==> src/pkg/fbws_regs.svh <==
// register offsets, field positions and key codes of the flash byte write sequencer
`ifndef FBWS_REGS_SVH
`define FBWS_REGS_SVH

`define FBWS_OFF_PROG_CTRL 16'h0000
`define FBWS_OFF_UNLOCK_KEY 16'h0004
`define FBWS_OFF_CACHE_CTRL 16'h0008
`define FBWS_OFF_STATUS 16'h000C
`define FBWS_EXT_BIT 15
`define FBWS_BIT_WRITE_EN 0
`define FBWS_BIT_ERASE_EN 1
`define FBWS_BIT_BLOCK_EN 0
`define FBWS_KEY_FIRST 8'hA5
`define FBWS_KEY_SECOND 8'hF1
`define FBWS_PAGE_BYTES 512
`define FBWS_RST_WORD 32'h0000_0000

`endif

==> src/pkg/fbws_pkg.sv <==
// types shared by the flash byte write sequencer modules
`default_nettype none
package fbws_pkg;

    typedef enum logic [1:0] {
        FBWS_KEY_LOCKED = 2'b00,
        FBWS_KEY_HALF = 2'b01,
        FBWS_KEY_OPEN = 2'b10
    } fbws_key_t;

    typedef enum logic [1:0] {
        FBWS_ST_IDLE = 2'b00,
        FBWS_ST_WAIT = 2'b01,
        FBWS_ST_FINISH = 2'b10
    } fbws_fsm_t;

    // one flash program operation: one byte, or a pair at addr and addr+1
    typedef struct packed {
        logic start;
        logic pair;
        logic [14:0] addr;
        logic [15:0] data;
    } fbws_prog_t;

    // external data memory write when the program store write enable is clear
    typedef struct packed {
        logic wr;
        logic [14:0] addr;
        logic [7:0] data;
    } fbws_xram_t;

    typedef struct packed {
        fbws_key_t st;
    } fbws_key_state_t;

    typedef struct packed {
        logic valid;
        logic [14:0] addr;
        logic [7:0] data;
    } fbws_cache_state_t;

    typedef struct packed {
        fbws_fsm_t fsm;
        logic program_store_write_enable;
        logic program_store_erase_enable;
        logic blk_en;
        logic rd_ack;
        logic [31:0] rdata;
        logic [7:0] ign_cnt;
        fbws_prog_t prog;
        fbws_xram_t xram;
    } fbws_top_state_t;

endpackage
`default_nettype wire

==> src/hw/fbws_top.sv <==
// flash byte write sequencer: register slave, unlock, block write cache, flash request
//
// Local design decisions: the Avalon-MM register port and the placing of the registers.
`timescale 1ns/1ps
`default_nettype none
`include "fbws_regs.svh"
module fbws_top (
    input wire logic sys_clk,
    input wire logic rst,
    input wire logic [15:0] address,
    input wire logic read,
    input wire logic write,
    input wire logic [31:0] writedata,
    input wire logic [3:0] byteenable,
    output logic [31:0] readdata,
    output logic waitrequest,
    output var fbws_pkg::fbws_prog_t flash_req,
    input wire logic flash_done,
    output var fbws_pkg::fbws_xram_t xram_req
);
    fbws_pkg::fbws_top_state_t s;
    fbws_pkg::fbws_top_state_t next_s;

    logic key_unlocked;
    logic key_half;
    logic key_wr;
    logic key_consume;
    logic cache_valid;
    logic [14:0] cache_addr;
    logic [7:0] cache_data;
    logic cache_store;
    logic cache_drop;

    logic ext_sel;
    logic [14:0] ext_addr;
    logic wr_ext;
    logic flash_target;
    logic pair_hit;
    logic need_prog;
    logic accept_wr;
    logic reg_wr;
    logic [31:0] rd_mux;

    // upper half of the address map is the external-move space
    assign ext_sel = address[`FBWS_EXT_BIT];
    assign ext_addr = address[14:0];
    assign wr_ext = write && ext_sel && byteenable[0];
    // erase mode belongs to the page erase logic, so byte writes are not taken then
    assign flash_target = s.program_store_write_enable && !s.program_store_erase_enable;
    assign pair_hit = cache_valid && (ext_addr == cache_addr + 15'h0001);
    assign need_prog = wr_ext && flash_target && key_unlocked
        && (!s.blk_en || pair_hit);

    // a programming write is held off until the flash reports done, so the
    // unlock is consumed at commit, except by a cached first block byte, which uses it at once
    assign waitrequest = (read && !s.rd_ack)
        || (need_prog && s.fsm != fbws_pkg::FBWS_ST_FINISH);
    assign accept_wr = write && !waitrequest;
    assign reg_wr = accept_wr && !ext_sel && byteenable[0];

    assign key_wr = reg_wr && address == `FBWS_OFF_UNLOCK_KEY;
    // a cached first byte uses up its unlock too, so the second byte needs its own pair
    assign key_consume = accept_wr && wr_ext && flash_target && key_unlocked;
    assign cache_store = key_consume && s.blk_en && !pair_hit;
    // leaving block mode throws the lone first byte away unwritten
    assign cache_drop = !s.blk_en || (key_consume && pair_hit);

    fbws_key_unlock u_key (
        .sys_clk(sys_clk),
        .rst(rst),
        .key_wr(key_wr),
        .key_data(writedata[7:0]),
        .consume(key_consume),
        .unlocked(key_unlocked),
        .half(key_half)
    );

    fbws_byte_cache u_cache (
        .sys_clk(sys_clk),
        .rst(rst),
        .store(cache_store),
        .drop(cache_drop),
        .store_addr(ext_addr),
        .store_data(writedata[7:0]),
        .valid(cache_valid),
        .addr(cache_addr),
        .data(cache_data)
    );

    // status shows unlock progress so software can see why a byte was refused
    always_comb begin
        rd_mux = 32'h0000_0000;
        unique case (address)
            `FBWS_OFF_PROG_CTRL: begin
                rd_mux[`FBWS_BIT_WRITE_EN] = s.program_store_write_enable;
                rd_mux[`FBWS_BIT_ERASE_EN] = s.program_store_erase_enable;
            end
            `FBWS_OFF_CACHE_CTRL: begin
                rd_mux[`FBWS_BIT_BLOCK_EN] = s.blk_en;
            end
            `FBWS_OFF_STATUS: begin
                rd_mux[0] = key_unlocked;
                rd_mux[1] = key_half;
                rd_mux[2] = cache_valid;
                rd_mux[3] = (s.fsm != fbws_pkg::FBWS_ST_IDLE);
                rd_mux[15:8] = s.ign_cnt;
            end
            default: begin
                rd_mux = 32'h0000_0000;
            end
        endcase
    end

    always_comb begin
        next_s = s;
        next_s.prog.start = 1'b0;
        next_s.xram.wr = 1'b0;

        // one wait cycle on reads so read data always come from a register
        if (read && !s.rd_ack) begin
            next_s.rd_ack = 1'b1;
            next_s.rdata = rd_mux;
        end else begin
            next_s.rd_ack = 1'b0;
        end

        if (reg_wr && address == `FBWS_OFF_PROG_CTRL) begin
            next_s.program_store_write_enable = writedata[`FBWS_BIT_WRITE_EN];
            next_s.program_store_erase_enable = writedata[`FBWS_BIT_ERASE_EN];
        end
        if (reg_wr && address == `FBWS_OFF_CACHE_CTRL) begin
            next_s.blk_en = writedata[`FBWS_BIT_BLOCK_EN];
        end

        if (accept_wr && wr_ext && !s.program_store_write_enable) begin
            next_s.xram.wr = 1'b1;
            next_s.xram.addr = ext_addr;
            next_s.xram.data = writedata[7:0];
        end
        // the count wraps; software compares two readings, not an absolute value
        if (accept_wr && wr_ext && flash_target && !key_unlocked) begin
            next_s.ign_cnt = s.ign_cnt + 8'h01;
        end

        // finish lets the held bus write complete once before the next start
        unique case (s.fsm)
            fbws_pkg::FBWS_ST_IDLE: begin
                if (need_prog) begin
                    next_s.fsm = fbws_pkg::FBWS_ST_WAIT;
                    next_s.prog.start = 1'b1;
                    // a pair goes out as one operation, lower byte from the cache
                    next_s.prog.pair = s.blk_en;
                    if (s.blk_en) begin
                        next_s.prog.addr = cache_addr;
                        next_s.prog.data = {writedata[7:0], cache_data};
                    end else begin
                        next_s.prog.addr = ext_addr;
                        next_s.prog.data = {8'h00, writedata[7:0]};
                    end
                end
            end
            fbws_pkg::FBWS_ST_WAIT: begin
                if (flash_done) begin
                    next_s.fsm = fbws_pkg::FBWS_ST_FINISH;
                end
            end
            fbws_pkg::FBWS_ST_FINISH: begin
                next_s.fsm = fbws_pkg::FBWS_ST_IDLE;
            end
            default: begin
                next_s.fsm = fbws_pkg::FBWS_ST_IDLE;
            end
        endcase
    end

    always_ff @(posedge sys_clk) begin
        if (rst) begin
            s <= '{fsm: fbws_pkg::FBWS_ST_IDLE, rdata: `FBWS_RST_WORD, default: '0};
        end else begin
            s <= next_s;
        end
    end

    assign readdata = s.rdata;
    assign flash_req = s.prog;
    assign xram_req = s.xram;
endmodule
`default_nettype wire

==> src/hw/fbws_key_unlock.sv <==
// two-code unlock sequencer guarding each flash byte write
`timescale 1ns/1ps
`default_nettype none
`include "fbws_regs.svh"
module fbws_key_unlock (
    input wire logic sys_clk,
    input wire logic rst,
    input wire logic key_wr,
    input wire logic [7:0] key_data,
    input wire logic consume,
    output logic unlocked,
    output logic half
);
    fbws_pkg::fbws_key_state_t s;
    fbws_pkg::fbws_key_state_t next_s;

    always_comb begin
        next_s = s;
        if (consume) begin
            next_s.st = fbws_pkg::FBWS_KEY_LOCKED;
        end else if (key_wr) begin
            // any code out of order restarts the sequence from the first code
            if (s.st == fbws_pkg::FBWS_KEY_HALF && key_data == `FBWS_KEY_SECOND) begin
                next_s.st = fbws_pkg::FBWS_KEY_OPEN;
            end else if (key_data == `FBWS_KEY_FIRST) begin
                next_s.st = fbws_pkg::FBWS_KEY_HALF;
            end else begin
                next_s.st = fbws_pkg::FBWS_KEY_LOCKED;
            end
        end
    end

    always_ff @(posedge sys_clk) begin
        if (rst) begin
            s <= '{st: fbws_pkg::FBWS_KEY_LOCKED};
        end else begin
            s <= next_s;
        end
    end

    assign unlocked = (s.st == fbws_pkg::FBWS_KEY_OPEN);
    assign half = (s.st == fbws_pkg::FBWS_KEY_HALF);
endmodule
`default_nettype wire

==> src/hw/fbws_byte_cache.sv <==
// one-byte holding cache for the first byte of a block write pair
`timescale 1ns/1ps
`default_nettype none
module fbws_byte_cache (
    input wire logic sys_clk,
    input wire logic rst,
    input wire logic store,
    input wire logic drop,
    input wire logic [14:0] store_addr,
    input wire logic [7:0] store_data,
    output logic valid,
    output logic [14:0] addr,
    output logic [7:0] data
);
    fbws_pkg::fbws_cache_state_t s;
    fbws_pkg::fbws_cache_state_t next_s;

    always_comb begin
        next_s = s;
        if (store) begin
            next_s.valid = 1'b1;
            next_s.addr = store_addr;
            next_s.data = store_data;
        end else if (drop) begin
            next_s.valid = 1'b0;
        end
    end

    always_ff @(posedge sys_clk) begin
        if (rst) begin
            s <= '0;
        end else begin
            s <= next_s;
        end
    end

    assign valid = s.valid;
    assign addr = s.addr;
    assign data = s.data;
endmodule
`default_nettype wire

==> config.mk <==
export PLATFORM = sky130hd
export DESIGN_NAME = fbws_top
export DESIGN_NICKNAME = d
export VERILOG_FILES = /design/src/pkg/fbws_pkg.sv /design/src/hw/fbws_top.sv /design/src/hw/fbws_key_unlock.sv /design/src/hw/fbws_byte_cache.sv
export VERILOG_INCLUDE_DIRS = /design/src /design/src/pkg
export SDC_FILE = /design/constraint.sdc
export NUM_CORES = 1
export LEC_CHECK = 0
export BUFFER_PORTS_ARGS = -buffer_cell sky130_fd_sc_hd__buf_2
export CAP_MARGIN = 5
export CORE_ASPECT_RATIO = 1.2
export CORE_MARGIN = 3
export CORE_UTILIZATION = 25
export DETAILED_ROUTE_END_ITERATION = 10
export GPL_ROUTABILITY_DRIVEN = 0
export PLACE_DENSITY = 0.47
export SYNTH_ARGS = -nofsm -noshare
export SYNTH_HDL_FRONTEND = slang
export SYNTH_HIERARCHICAL = 1
export SYNTH_SLANG_ARGS = --single-unit
==> constraint.sdc <==
create_clock -name sys_clk -period 14.75 [get_ports sys_clk]
set_clock_uncertainty 0.05 [all_clocks]
set_input_delay 4.425 -clock sys_clk [delete_from_list [all_inputs] [get_ports sys_clk]]
set_output_delay 4.425 -clock sys_clk [all_outputs]
set_load 0.005 [all_outputs]
==> impl_metrics.ini, run 1 <==
[cts]
cts_resized = 0
postCtsHoldBufs = 0
cts_tree = built
cts_setup_buffers = 0
cts.htree.levels = 3
tritoncts.num_buffers = 9
clockBufferDepth = 2
cts.sink_count = 109
insertion_delay_ns = 0.36
root_cell_of_the_clock_tree = clkbuf_16
cts.clk_slew.worst_paths_ns = 0.07

[placed_design]
placedInstanceArea_um2 = 6460
detailedPlacementHpwl_um = 12300
dp_worst_setup_slack_ns = 3.04
port-buffer-count = 99

[timing]
final-hold-violation-count = 0
totalNegativeSetupSlack_ns = 0
period_minus_slack_ns = 11.69
max_freq_mhz = 85.5
finalSetupViolations = 0
slew_viol_final = 0
timing.slew.headroom_pct = 20.6
fraction_of_the_cycle_the_final_worst_path_needs_pct = 79.3
worst-slew-pin-transition_ns = 1.18
grt_setup_unrepaired = no
final.setup.worst_slack_ns = 3.06

[setup_path]
timing.critical_path.cells = buf_2 -> xnor2_1 -> a32o_1 -> a2111o_1 -> or4_1 -> o31ai_1 -> a41o_1 -> buf_2
maximum_fanout_count_along_the_critical_path = 17
endpoint_kind = output pin
arrival_ns = 7.21
worst-setup-path-type = primary input to output pin
cpMostUsedCell = buf_2
reg2regPathDepth = 8
critical_path.max_stage_delay_ns = 0.86
critical_path.slowest_cell = or4_1
setup.worst_path.start_class = primary input
critical_path_required_ns = 10.27

[global_routing]
gr-total-overflow = 0
grt_max_degree = 60
first_global_vias = 4802
antenna_violations_before_repair = 2
aggregate_global_route_resource_usage_pct = 12.9
grt_first_pass_wirelength_um = 27800

[layout]
layout.cells.most_common = nand2_1
nets = 827
antenna-diode-count = 0
final_design_area_no_fill_um2 = 6790
flow.area_growth_from_synthesis_pct = 7.25
drive_above_1_share_pct = 20.1
leading_cell_types_in_the_layout_fill_and_taps_excluded = nand2_1, dfxtp_1, buf_2, nor2_1, mux2i_1

[drt]
post_drt_wl_per_cell_um = 16.0
route.final.wire_length_um = 17500
drt_pass1_iterations = 4
via_count = 4997
drt_first_iter_violations = 288
drt_drc_violations_left = 0
routed_via_density = 4.55
drtAntennaViolNets = 0

[yosys]
ys_seq_area_share_pct = 34.5
syn_inst_count = 770
ys_seq_elements = 109
edff_count_synth = 0
synth-warning-count = 6
netlist.area_leader.share_pct = 34.5
synth_top_area_cell = dfxtp_1
syn-cell-area_um2 = 6330
async_flop_share_pct = 0
ys_types = 60
yosys_most_used_dff = dfxtp_1
average_size_of_a_mapped_cell_um2 = 8.23
synth_area_leaders = dfxtp_1, buf_4, mux2i_1

[power_and_ir_drop]
peakVddDrop_uv = 52.6
gate_power_share_pct = 6.1
power_switching_w = 0.000145
switching_share_pct = 23.7
cell_internal_pwr_w = 0.000467
leakagePower_nw = 2.44
share_clk_of_total_power_pct = 45.4
pwr-share-seq_pct = 48.5
power_per_cell_area_nw_per_um2 = 90.1

[floorplan]
dieHeight_um = 180
die_width_um = 151
die-area_um2 = 27300
placementRows = 63
core_area_um2 = 24800
floorplan.initialDensity_pct = 25.5
io-pin-count = 147

[worst_hold_path]
hold_path_depth = 2
timing.hold.worst.class = flip-flop to flip-flop

[flow_run]
maxCapViolations = 0

[status]
outcome = complete, no violations
## power by group through the flow
| stage | clock [W] | sequential, W | combinational (W) |
|---|---|---|---|
| after global placement | 0 | 0.000303 | 0.0000382 |
| after CTS | 0.000288 | 0.000297 | 0.0000384 |
| final | 0.000278 | 0.000297 | 0.0000376 |
| after global routing | 0.000298 | 0.000297 | 0.0000420 |
| after detailed placement | 0 | 0.000304 | 0.0000382 |
| after floorplan | 0 | 0.000303 | 0.0000257 |
## cell type report
type                    count  area, µm²
fillers                  2715      18000
repair buffers            107        556
clock buffers              12        256
multi-input cells         513       3210
inverters                  28        105
flip-flops and latches    109       2180
clock inverters             4       78.8
well taps                 325        407
## Yosys cell counts, types with 2 or more instances
master,instances
o21ai_1,2
dfxtp_1,109
or4_1,11
buf_1,2
ha_1,2
nor3b_1,4
a31oi_1,10
xnor2_1,12
a21oi_1,33
buf_4,89
nor3_1,8
xor2_1,9
or3_1,6
o211ai_1,2
and4b_1,2
nand2_1,132
buf_12,2
nand3b_1,4
o311ai_0,7
a22oi_1,10
o221ai_1,4
o221ai_2,19
buf_6,5
clkbuf_1,35
nor4_1,7
nand4_1,11
nor2_1,56
buf_2,5
o21ai_0,29
and3_1,7
nand2b_1,3
mux2i_1,52
or3b_2,2
nor2b_1,5
and2_1,4
a41oi_1,2
o31ai_1,3
inv_1,26
nand3_1,18
## final timing paths
path                                startpoint                         end  slack, ns
setup / recovery                   address[12]                 waitrequest       3.06
hold / removal        xram_req[1]$_SDFFE_PP0P_    xram_req[1]$_SDFFE_PP0P_       0.41
setup reg to reg  u_cache/addr[0]$_SDFFE_PP0P_  flash_req[30]$_SDFFE_PP0P_      10.79
hold reg to reg       xram_req[1]$_SDFFE_PP0P_    xram_req[1]$_SDFFE_PP0P_       0.41
## critical path, delay by kind of cell
kind | cells | cell delay (ns)
xor+xnor | 1 | 0.19
simple gates | 1 | 0.86
buf+inv | 2 | 0.29
compound gates | 4 | 1.45
## sequential cells by signal, indices dropped and copies added (netlist names)
register	cells
u_cache/data	8
u_cache/valid	1
s	14
xram_req	24
flash_req	33
u_key/s	2
u_cache/addr	15
readdata	12
## cells by family after synthesis
| group | count (synthesis) | share of synthesized area, % |
|---|---|---|
| simple gates | 284 | 21.0 |
| buf+inv | 167 | 16.4 |
| compound gates | 132 | 15.9 |
| flops | 109 | 34.5 |
| mux | 52 | 8.22 |
| xor+xnor | 23 | 3.63 |
| fa+ha+maj | 2 | 0.395 |
| other cells | 1 | 0.0592 |
## per-stage QoR
stage / hold slack [ns] / total power, W / util (%) / instances
after floorplan: 0.387 / 0.000329 / - / 789
after global placement: 0.390 / 0.000342 / 26.0 / 1082
after detailed placement: 0.398 / 0.000342 / 26.0 / 1082
after CTS: 0.409 / 0.000623 / 27.4 / 1098
after global routing: 0.426 / 0.000637 / 27.4 / 1098
final: 0.406 / 0.000612 / 27.4 / 1098
## routing by layer
metal  up-vias  global-route usage (%)  routed length [µm]
li1       2558                       -                   -
met1      2313                    17.1                8210
met2       100                    20.6                8120
met3        22                    3.42                 958
met4         4                    3.74                 241
met5         -                       0                  14
No activity file was read; power rests on OpenSTA's default activity.
==> run 2, diff against run 1 <==
clock period = 11.19 ns   (was 14.75 ns; I/O delays follow)
==> run 2 against run 1 <==
Net effect: power is 23% higher; cell count hardly changed; global-route usage hardly changed; critical path depth stayed put; worst hold slack hardly changed; largest cell class unchanged; worst setup slack worse by 1.5 ns; wire length is 1.4% higher.
==> impl_metrics.ini, run 2 (same netlist as run 1, synthesis figures left out) <==
[placed_design]
dp_worst_setup_slack_ns = 1.57
port-buffer-count = 99
dp_cells = 1081
detailedPlacementHpwl_um = 12200

[layout]
nets = 826
antenna-diode-count = 0
fillers = 2728
leading_cell_types_in_the_layout_fill_and_taps_excluded = nand2_1, dfxtp_1, buf_2, nor2_1, mux2i_1
layout.cells.non_filler = 1097
flow.area_growth_from_synthesis_pct = 6.10
drive_above_1_share_pct = 19.7
layout.cells.most_common = nand2_1
largest_register_ffs = 33

[power_and_ir_drop]
peakVddDrop_uv = 67.4
leakagePower_nw = 2.40
power_per_cell_area_nw_per_um2 = 112

[floorplan]
placementRows = 63
die_width_um = 151
floorplan.initialDensity_pct = 25.5
core_area_um2 = 24800
io-pin-count = 147
die-area_um2 = 27300
dieHeight_um = 180

[cts]
clockBufferDepth = 2
postCtsHoldBufs = 0
insertion_delay_ns = 0.36
cts_tree = built
tritoncts.num_buffers = 9
cts.sink_count = 109
cts_setup_buffers = 0
cts.clk_slew.worst_paths_ns = 0.08
cts_resized = 0
cts.htree.levels = 3
root_cell_of_the_clock_tree = clkbuf_16

[setup_path]
setup.worst_path.start_class = primary input
timing.critical_path.max_delay_family = simple AND/OR/NAND/NOR gates
timing.critical_path.cells = buf_2 -> xor3_1 -> or4_1 -> nand4_1 -> nand3_1 -> o31ai_1 -> a41o_1 -> buf_2
critical_path_required_ns = 7.78
cp_num_cells = 8
maximum_fanout_count_along_the_critical_path = 17
crit_path_start = address[6]
rrSetupSlack_ns = 7.21
cpMostUsedCell = buf_2
arrival_ns = 6.18
reg2regPathDepth = 10
critical_path.slowest_cell = o31ai_1
worstReg2RegStart = u_cache/addr[0]$_SDFFE_PP0P_
worst_setup_endpoint = waitrequest
critical_path.max_stage_delay_ns = 0.67
worst-setup-path-type = primary input to output pin
crit-reg2reg-capture = u_cache/data[2]$_SDFFE_PP0P_
crit_buf_inv = 2
endpoint_kind = output pin

[drt]
drt_first_iter_violations = 316
drt_pass1_iterations = 5
via_count = 5039
drt_drc_violations_left = 0
post_drt_wl_per_cell_um = 16.2
drtAntennaViolNets = 0
route.final.wire_length_um = 17800
routed_via_density = 4.59

[timing]
finalSetupViolations = 0
fraction_of_the_cycle_the_final_worst_path_needs_pct = 85.7
timing.slew.headroom_pct = 24.5
grt_setup_unrepaired = no
final-hold-violation-count = 0
totalNegativeSetupSlack_ns = 0
max_freq_mhz = 104
period_minus_slack_ns = 9.59
final.setup.worst_slack_ns = 1.60
worst-slew-pin-transition_ns = 1.12
slew_viol_final = 0

[global_routing]
aggregate_global_route_resource_usage_pct = 12.9
grt_first_pass_wirelength_um = 27700
first_global_vias = 4671
antenna_violations_before_repair = 1
grt_max_degree = 58
gr-total-overflow = 0

[worst_hold_path]
timing.hold.worst.class = flip-flop to flip-flop

[flow_run]
maxCapViolations = 0

[status]
outcome = complete, no violations
## run 2: tightest hold or removal path: cells and delay by family (launching register included)
kind             cells  cell delay (ns)
AO/OA/AOI/OAI        1             0.05
flip-flops           1             0.31
AND/OR/NAND/NOR      1             0.05
## run 2: per-stage QoR
step / power [W] / cell area, µm² / hold slack [ns] / util [%]
floorplan: 0.000434 / 6400 / 0.387 / -
global placement: 0.000451 / 6450 / 0.391 / 26.0
detailed placement: 0.000450 / 6450 / 0.397 / 26.0
CTS: 0.000768 / 6720 / 0.407 / 27.1
global route: 0.000788 / 6720 / 0.419 / 27.1
finish: 0.000753 / 6720 / 0.405 / 27.1
## run 2: cell type report
| cell class | instances | area (µm²) | share of cell area, % |
|---|---|---|---|
| clock inverter | 4 | 33.8 | 0.503 |
| inverter | 28 | 105 | 1.56 |
| multi-input combinational | 513 | 3210 | 47.7 |
| clock buffer | 12 | 236 | 3.52 |
| sequential | 109 | 2180 | 32.5 |
| timing repair buffer | 106 | 548 | 8.15 |
| tap | 325 | 407 | 6.05 |
## run 2: per-layer routing
metal / wire (µm) / part of all wire [%] / vias up / GRT usage (%)
met5: 18 / 0.10 / - / 0
met4: 240 / 1.3 / 2 / 4.39
met3: 1140 / 6.4 / 16 / 3.40
met2: 8310 / 47 / 114 / 20.0
met1: 8070 / 45 / 2357 / 17.4
li1: - / - / 2550 / -
## run 2: how the worst min path moves through the flow
stage                              start                        end  slack, ns  depth (start not counted)
2_1_floorplan   readdata[3]$_SDFFE_PP0P_   readdata[3]$_SDFFE_PP0P_       0.39                          2
3_3_place_gp   xram_req[10]$_SDFFE_PP0P_  xram_req[10]$_SDFFE_PP0P_       0.39                          2
4_1_cts         xram_req[7]$_SDFFE_PP0P_   xram_req[7]$_SDFFE_PP0P_       0.41                          2
5_1_grt        xram_req[16]$_SDFFE_PP0P_  xram_req[16]$_SDFFE_PP0P_       0.42                          2
6_report       xram_req[21]$_SDFFE_PP0P_  xram_req[21]$_SDFFE_PP0P_       0.41                          2
3_5_place_dp    xram_req[7]$_SDFFE_PP0P_   xram_req[7]$_SDFFE_PP0P_       0.40                          2
## run 2: where the power goes
part	total (W)	switching, W	internal [W]
combinational	0.0000495	0.0000349	0.0000146
clock	0.000312	0.000159	0.000154
sequential	0.000391	0.00000108	0.000390
==> run 3, diff against run 2 <==
ABC_AREA = 1   (was unset)
GPL_TIMING_DRIVEN = 0   (was unset)
==> run 3 against run 2 <==
Net effect: count of clock-buffer cells in the layout fell by 1; worst setup slack improved by 1.2 ns; combinational power rose by 54%; flip-flop and latch count did not move; core utilization rose by 4.0 points; via count rose by 10%; cell count rose by 21%; largest cell class unchanged; critical path depth fell by 2; worst hold slack improved by 0.013 ns; sequential power barely moved; register-to-register slack improved by 0.83 ns.
==> impl_metrics.ini, run 3 <==
[layout]
antenna-diode-count = 0
final_core_util_pct = 31.1
largest_register_ffs = 33
drive_above_1_share_pct = 23.7
final_design_area_no_fill_um2 = 7260
layout.cells.most_common = nand2_1
nets = 1064
leading_cell_types_in_the_layout_fill_and_taps_excluded = nand2_1, dfxtp_1, nor2_1, buf_2, buf_4
flow.area_growth_from_synthesis_pct = 21.1

[floorplan]
floorplan.initialDensity_pct = 25.7
die-area_um2 = 25900
die_width_um = 147
core_area_um2 = 23400
placementRows = 61
io-pin-count = 147
dieHeight_um = 176

[yosys]
async_flop_share_pct = 0
main_combinational_cell_family_by_area_after_synthesis = simple AND/OR/NAND/NOR gates
synth-compound-area-share_pct = 11.8
yosys_most_used_dff = dfxtp_1
synth_top_area_cell = dfxtp_1
syn_inst_count = 876
average_size_of_a_mapped_cell_um2 = 6.84
ys_types = 40
edff_count_synth = 0
post_synth_mux_area_share_pct = 0
synth_area_leaders = dfxtp_1, buf_4, nand2_1
netlist_top_cells_count = nand2_1, dfxtp_1, nor2_1
synth-warning-count = 6
synth_adder_area_share_pct = 0.418
synth-simple-area-share_pct = 27.0
netlist.area_leader.share_pct = 36.4
syn-cell-area_um2 = 5990
synthXorXnorAreaFrac_pct = 2.71
yosys.cell_count.top_type = nand2_1
ys_seq_elements = 109
ys_seq_area_share_pct = 36.4

[global_routing]
gr-total-overflow = 0
grt_max_degree = 19
grtUsageMet2_pct = 23.9
first_global_vias = 5346
grt_first_pass_wirelength_um = 28300
met3_usage_pct = 2.99
global_route.usage.met1_pct = 17.2
aggregate_global_route_resource_usage_pct = 13.8
busiest_layer = met2
antenna_violations_before_repair = 2

[cts]
tritoncts.num_buffers = 9
cts_resized = 0
cts.clk_slew.worst_paths_ns = 0.08
insertion_delay_ns = 0.35
root_cell_of_the_clock_tree = clkbuf_16
cts_tree = built
clockBufferDepth = 2
cts.sink_count = 109
cts.htree.levels = 3
postCtsHoldBufs = 0
cts_setup_buffers = 0

[setup_path]
worst-setup-path-type = primary input to output pin
maximum_fanout_count_along_the_critical_path = 10
arrival_ns = 5.03
endpoint_kind = output pin
critical_path_required_ns = 7.78
setup.worst_path.start_class = primary input

[timing]
totalNegativeSetupSlack_ns = 0
grt_setup_unrepaired = no
worst-slew-pin-transition_ns = 0.932
slew_viol_final = 0
final-hold-violation-count = 0
max_freq_mhz = 119
finalSetupViolations = 0
hold-worst-slack_ns = 0.418
timing.slew.headroom_pct = 37.3
fraction_of_the_cycle_the_final_worst_path_needs_pct = 75.4
period_minus_slack_ns = 8.43

[drt]
via_count = 5550
drt_drc_violations_left = 0
drtAntennaViolNets = 0
drt_pass1_iterations = 4
drt_first_iter_violations = 283
route.final.wire_length_um = 17900
routed_via_density = 4.19
post_drt_wl_per_cell_um = 13.5

[worst_hold_path]
timing.hold.worst.class = flip-flop to flip-flop

[power_and_ir_drop]
power_per_cell_area_nw_per_um2 = 109
leakagePower_nw = 3.57
peakVddDrop_uv = 69.8

[status]
outcome = complete, no violations

[flow_run]
maxCapViolations = 0

[placed_design]
placedInstanceArea_um2 = 6950
detailedPlacementHpwl_um = 14200
port-buffer-count = 99
==> run 3: cell count changes in the layout (fill, tap and decap cells not counted), sizes merged, moves of 22 or more <==
cell,previous run,this run
nor2,56,113
nand2,132,167
inv,28,97
clkbuf,12,34
o21ai,31,73
buf,106,201
o221ai,23,0
nand3,18,69
mux2i,52,0
==> run 3: per-stage QoR <==
step	total power, W	setup WS (ns)	instances
after floorplan	0.000449	3.40	895
after detailed placement	0.000480	2.73	1309
after global placement	0.000481	2.75	1309
after CTS	0.000806	2.73	1325
final	0.000793	2.76	1325
after global routing	0.000830	2.59	1325
==> run 3: final timing paths <==
kind / start / to / slack, ns / cells after the start
max: address[15] / waitrequest / 2.76 / 6
min: readdata[12]$_SDFFE_PP0P_ / readdata[12]$_SDFFE_PP0P_ / 0.42 / 2
max reg2reg: u_cache/addr[0]$_SDFFE_PP0P_ / u_cache/addr[10]$_SDFFE_PP0P_ / 8.04 / 20
min reg2reg: readdata[12]$_SDFFE_PP0P_ / readdata[12]$_SDFFE_PP0P_ / 0.42 / 2
==> run 3: kinds of logic after synthesis <==
| group | count (synthesis) |
|---|---|
| AOI/OAI and AO/OA | 134 |
| xor gates and xnor gates | 17 |
| adders and majority gates | 2 |
| buffers and inverters | 238 |
| DFF | 109 |
| other | 1 |
| and+or+nand+nor | 375 |
==> run 3: layer usage <==
layer	wire, µm	up-vias
met5	27	-
met1	8100	2507
met4	336	4
met3	840	25
met2	8550	102
li1	-	2912
==> run 3: cell type report <==
type,instances,area (µm²)
sequential,109,2180
clock buffer,11,253
clock inverter,5,42.5
buffer,125,872
multi-input combinational,548,2590
timing repair buffer,99,495
inverter,113,427
tap,315,394
fill,2675,16100
==> run 3: report_power, final <==
| group | switching (W) | internal, W | total, W | leakage (nW) |
|---|---|---|---|---|
| clock network | 0.000156 | 0.000166 | 0.000323 | 0.148 |
| logic | 0.0000463 | 0.0000297 | 0.0000760 | 2.54 |
| registers | 0.00000232 | 0.000392 | 0.000394 | 0.880 |
| total | 0.000205 | 0.000588 | 0.000793 | 3.57 |
==> run 3: worst max-delay path, stage by stage <==
cell and delay [ns]:
buf_2 0.15, nand3_1 0.16, nor4_1 0.74, nand3_4 0.29, nand2_4 0.17, buf_2 0.15
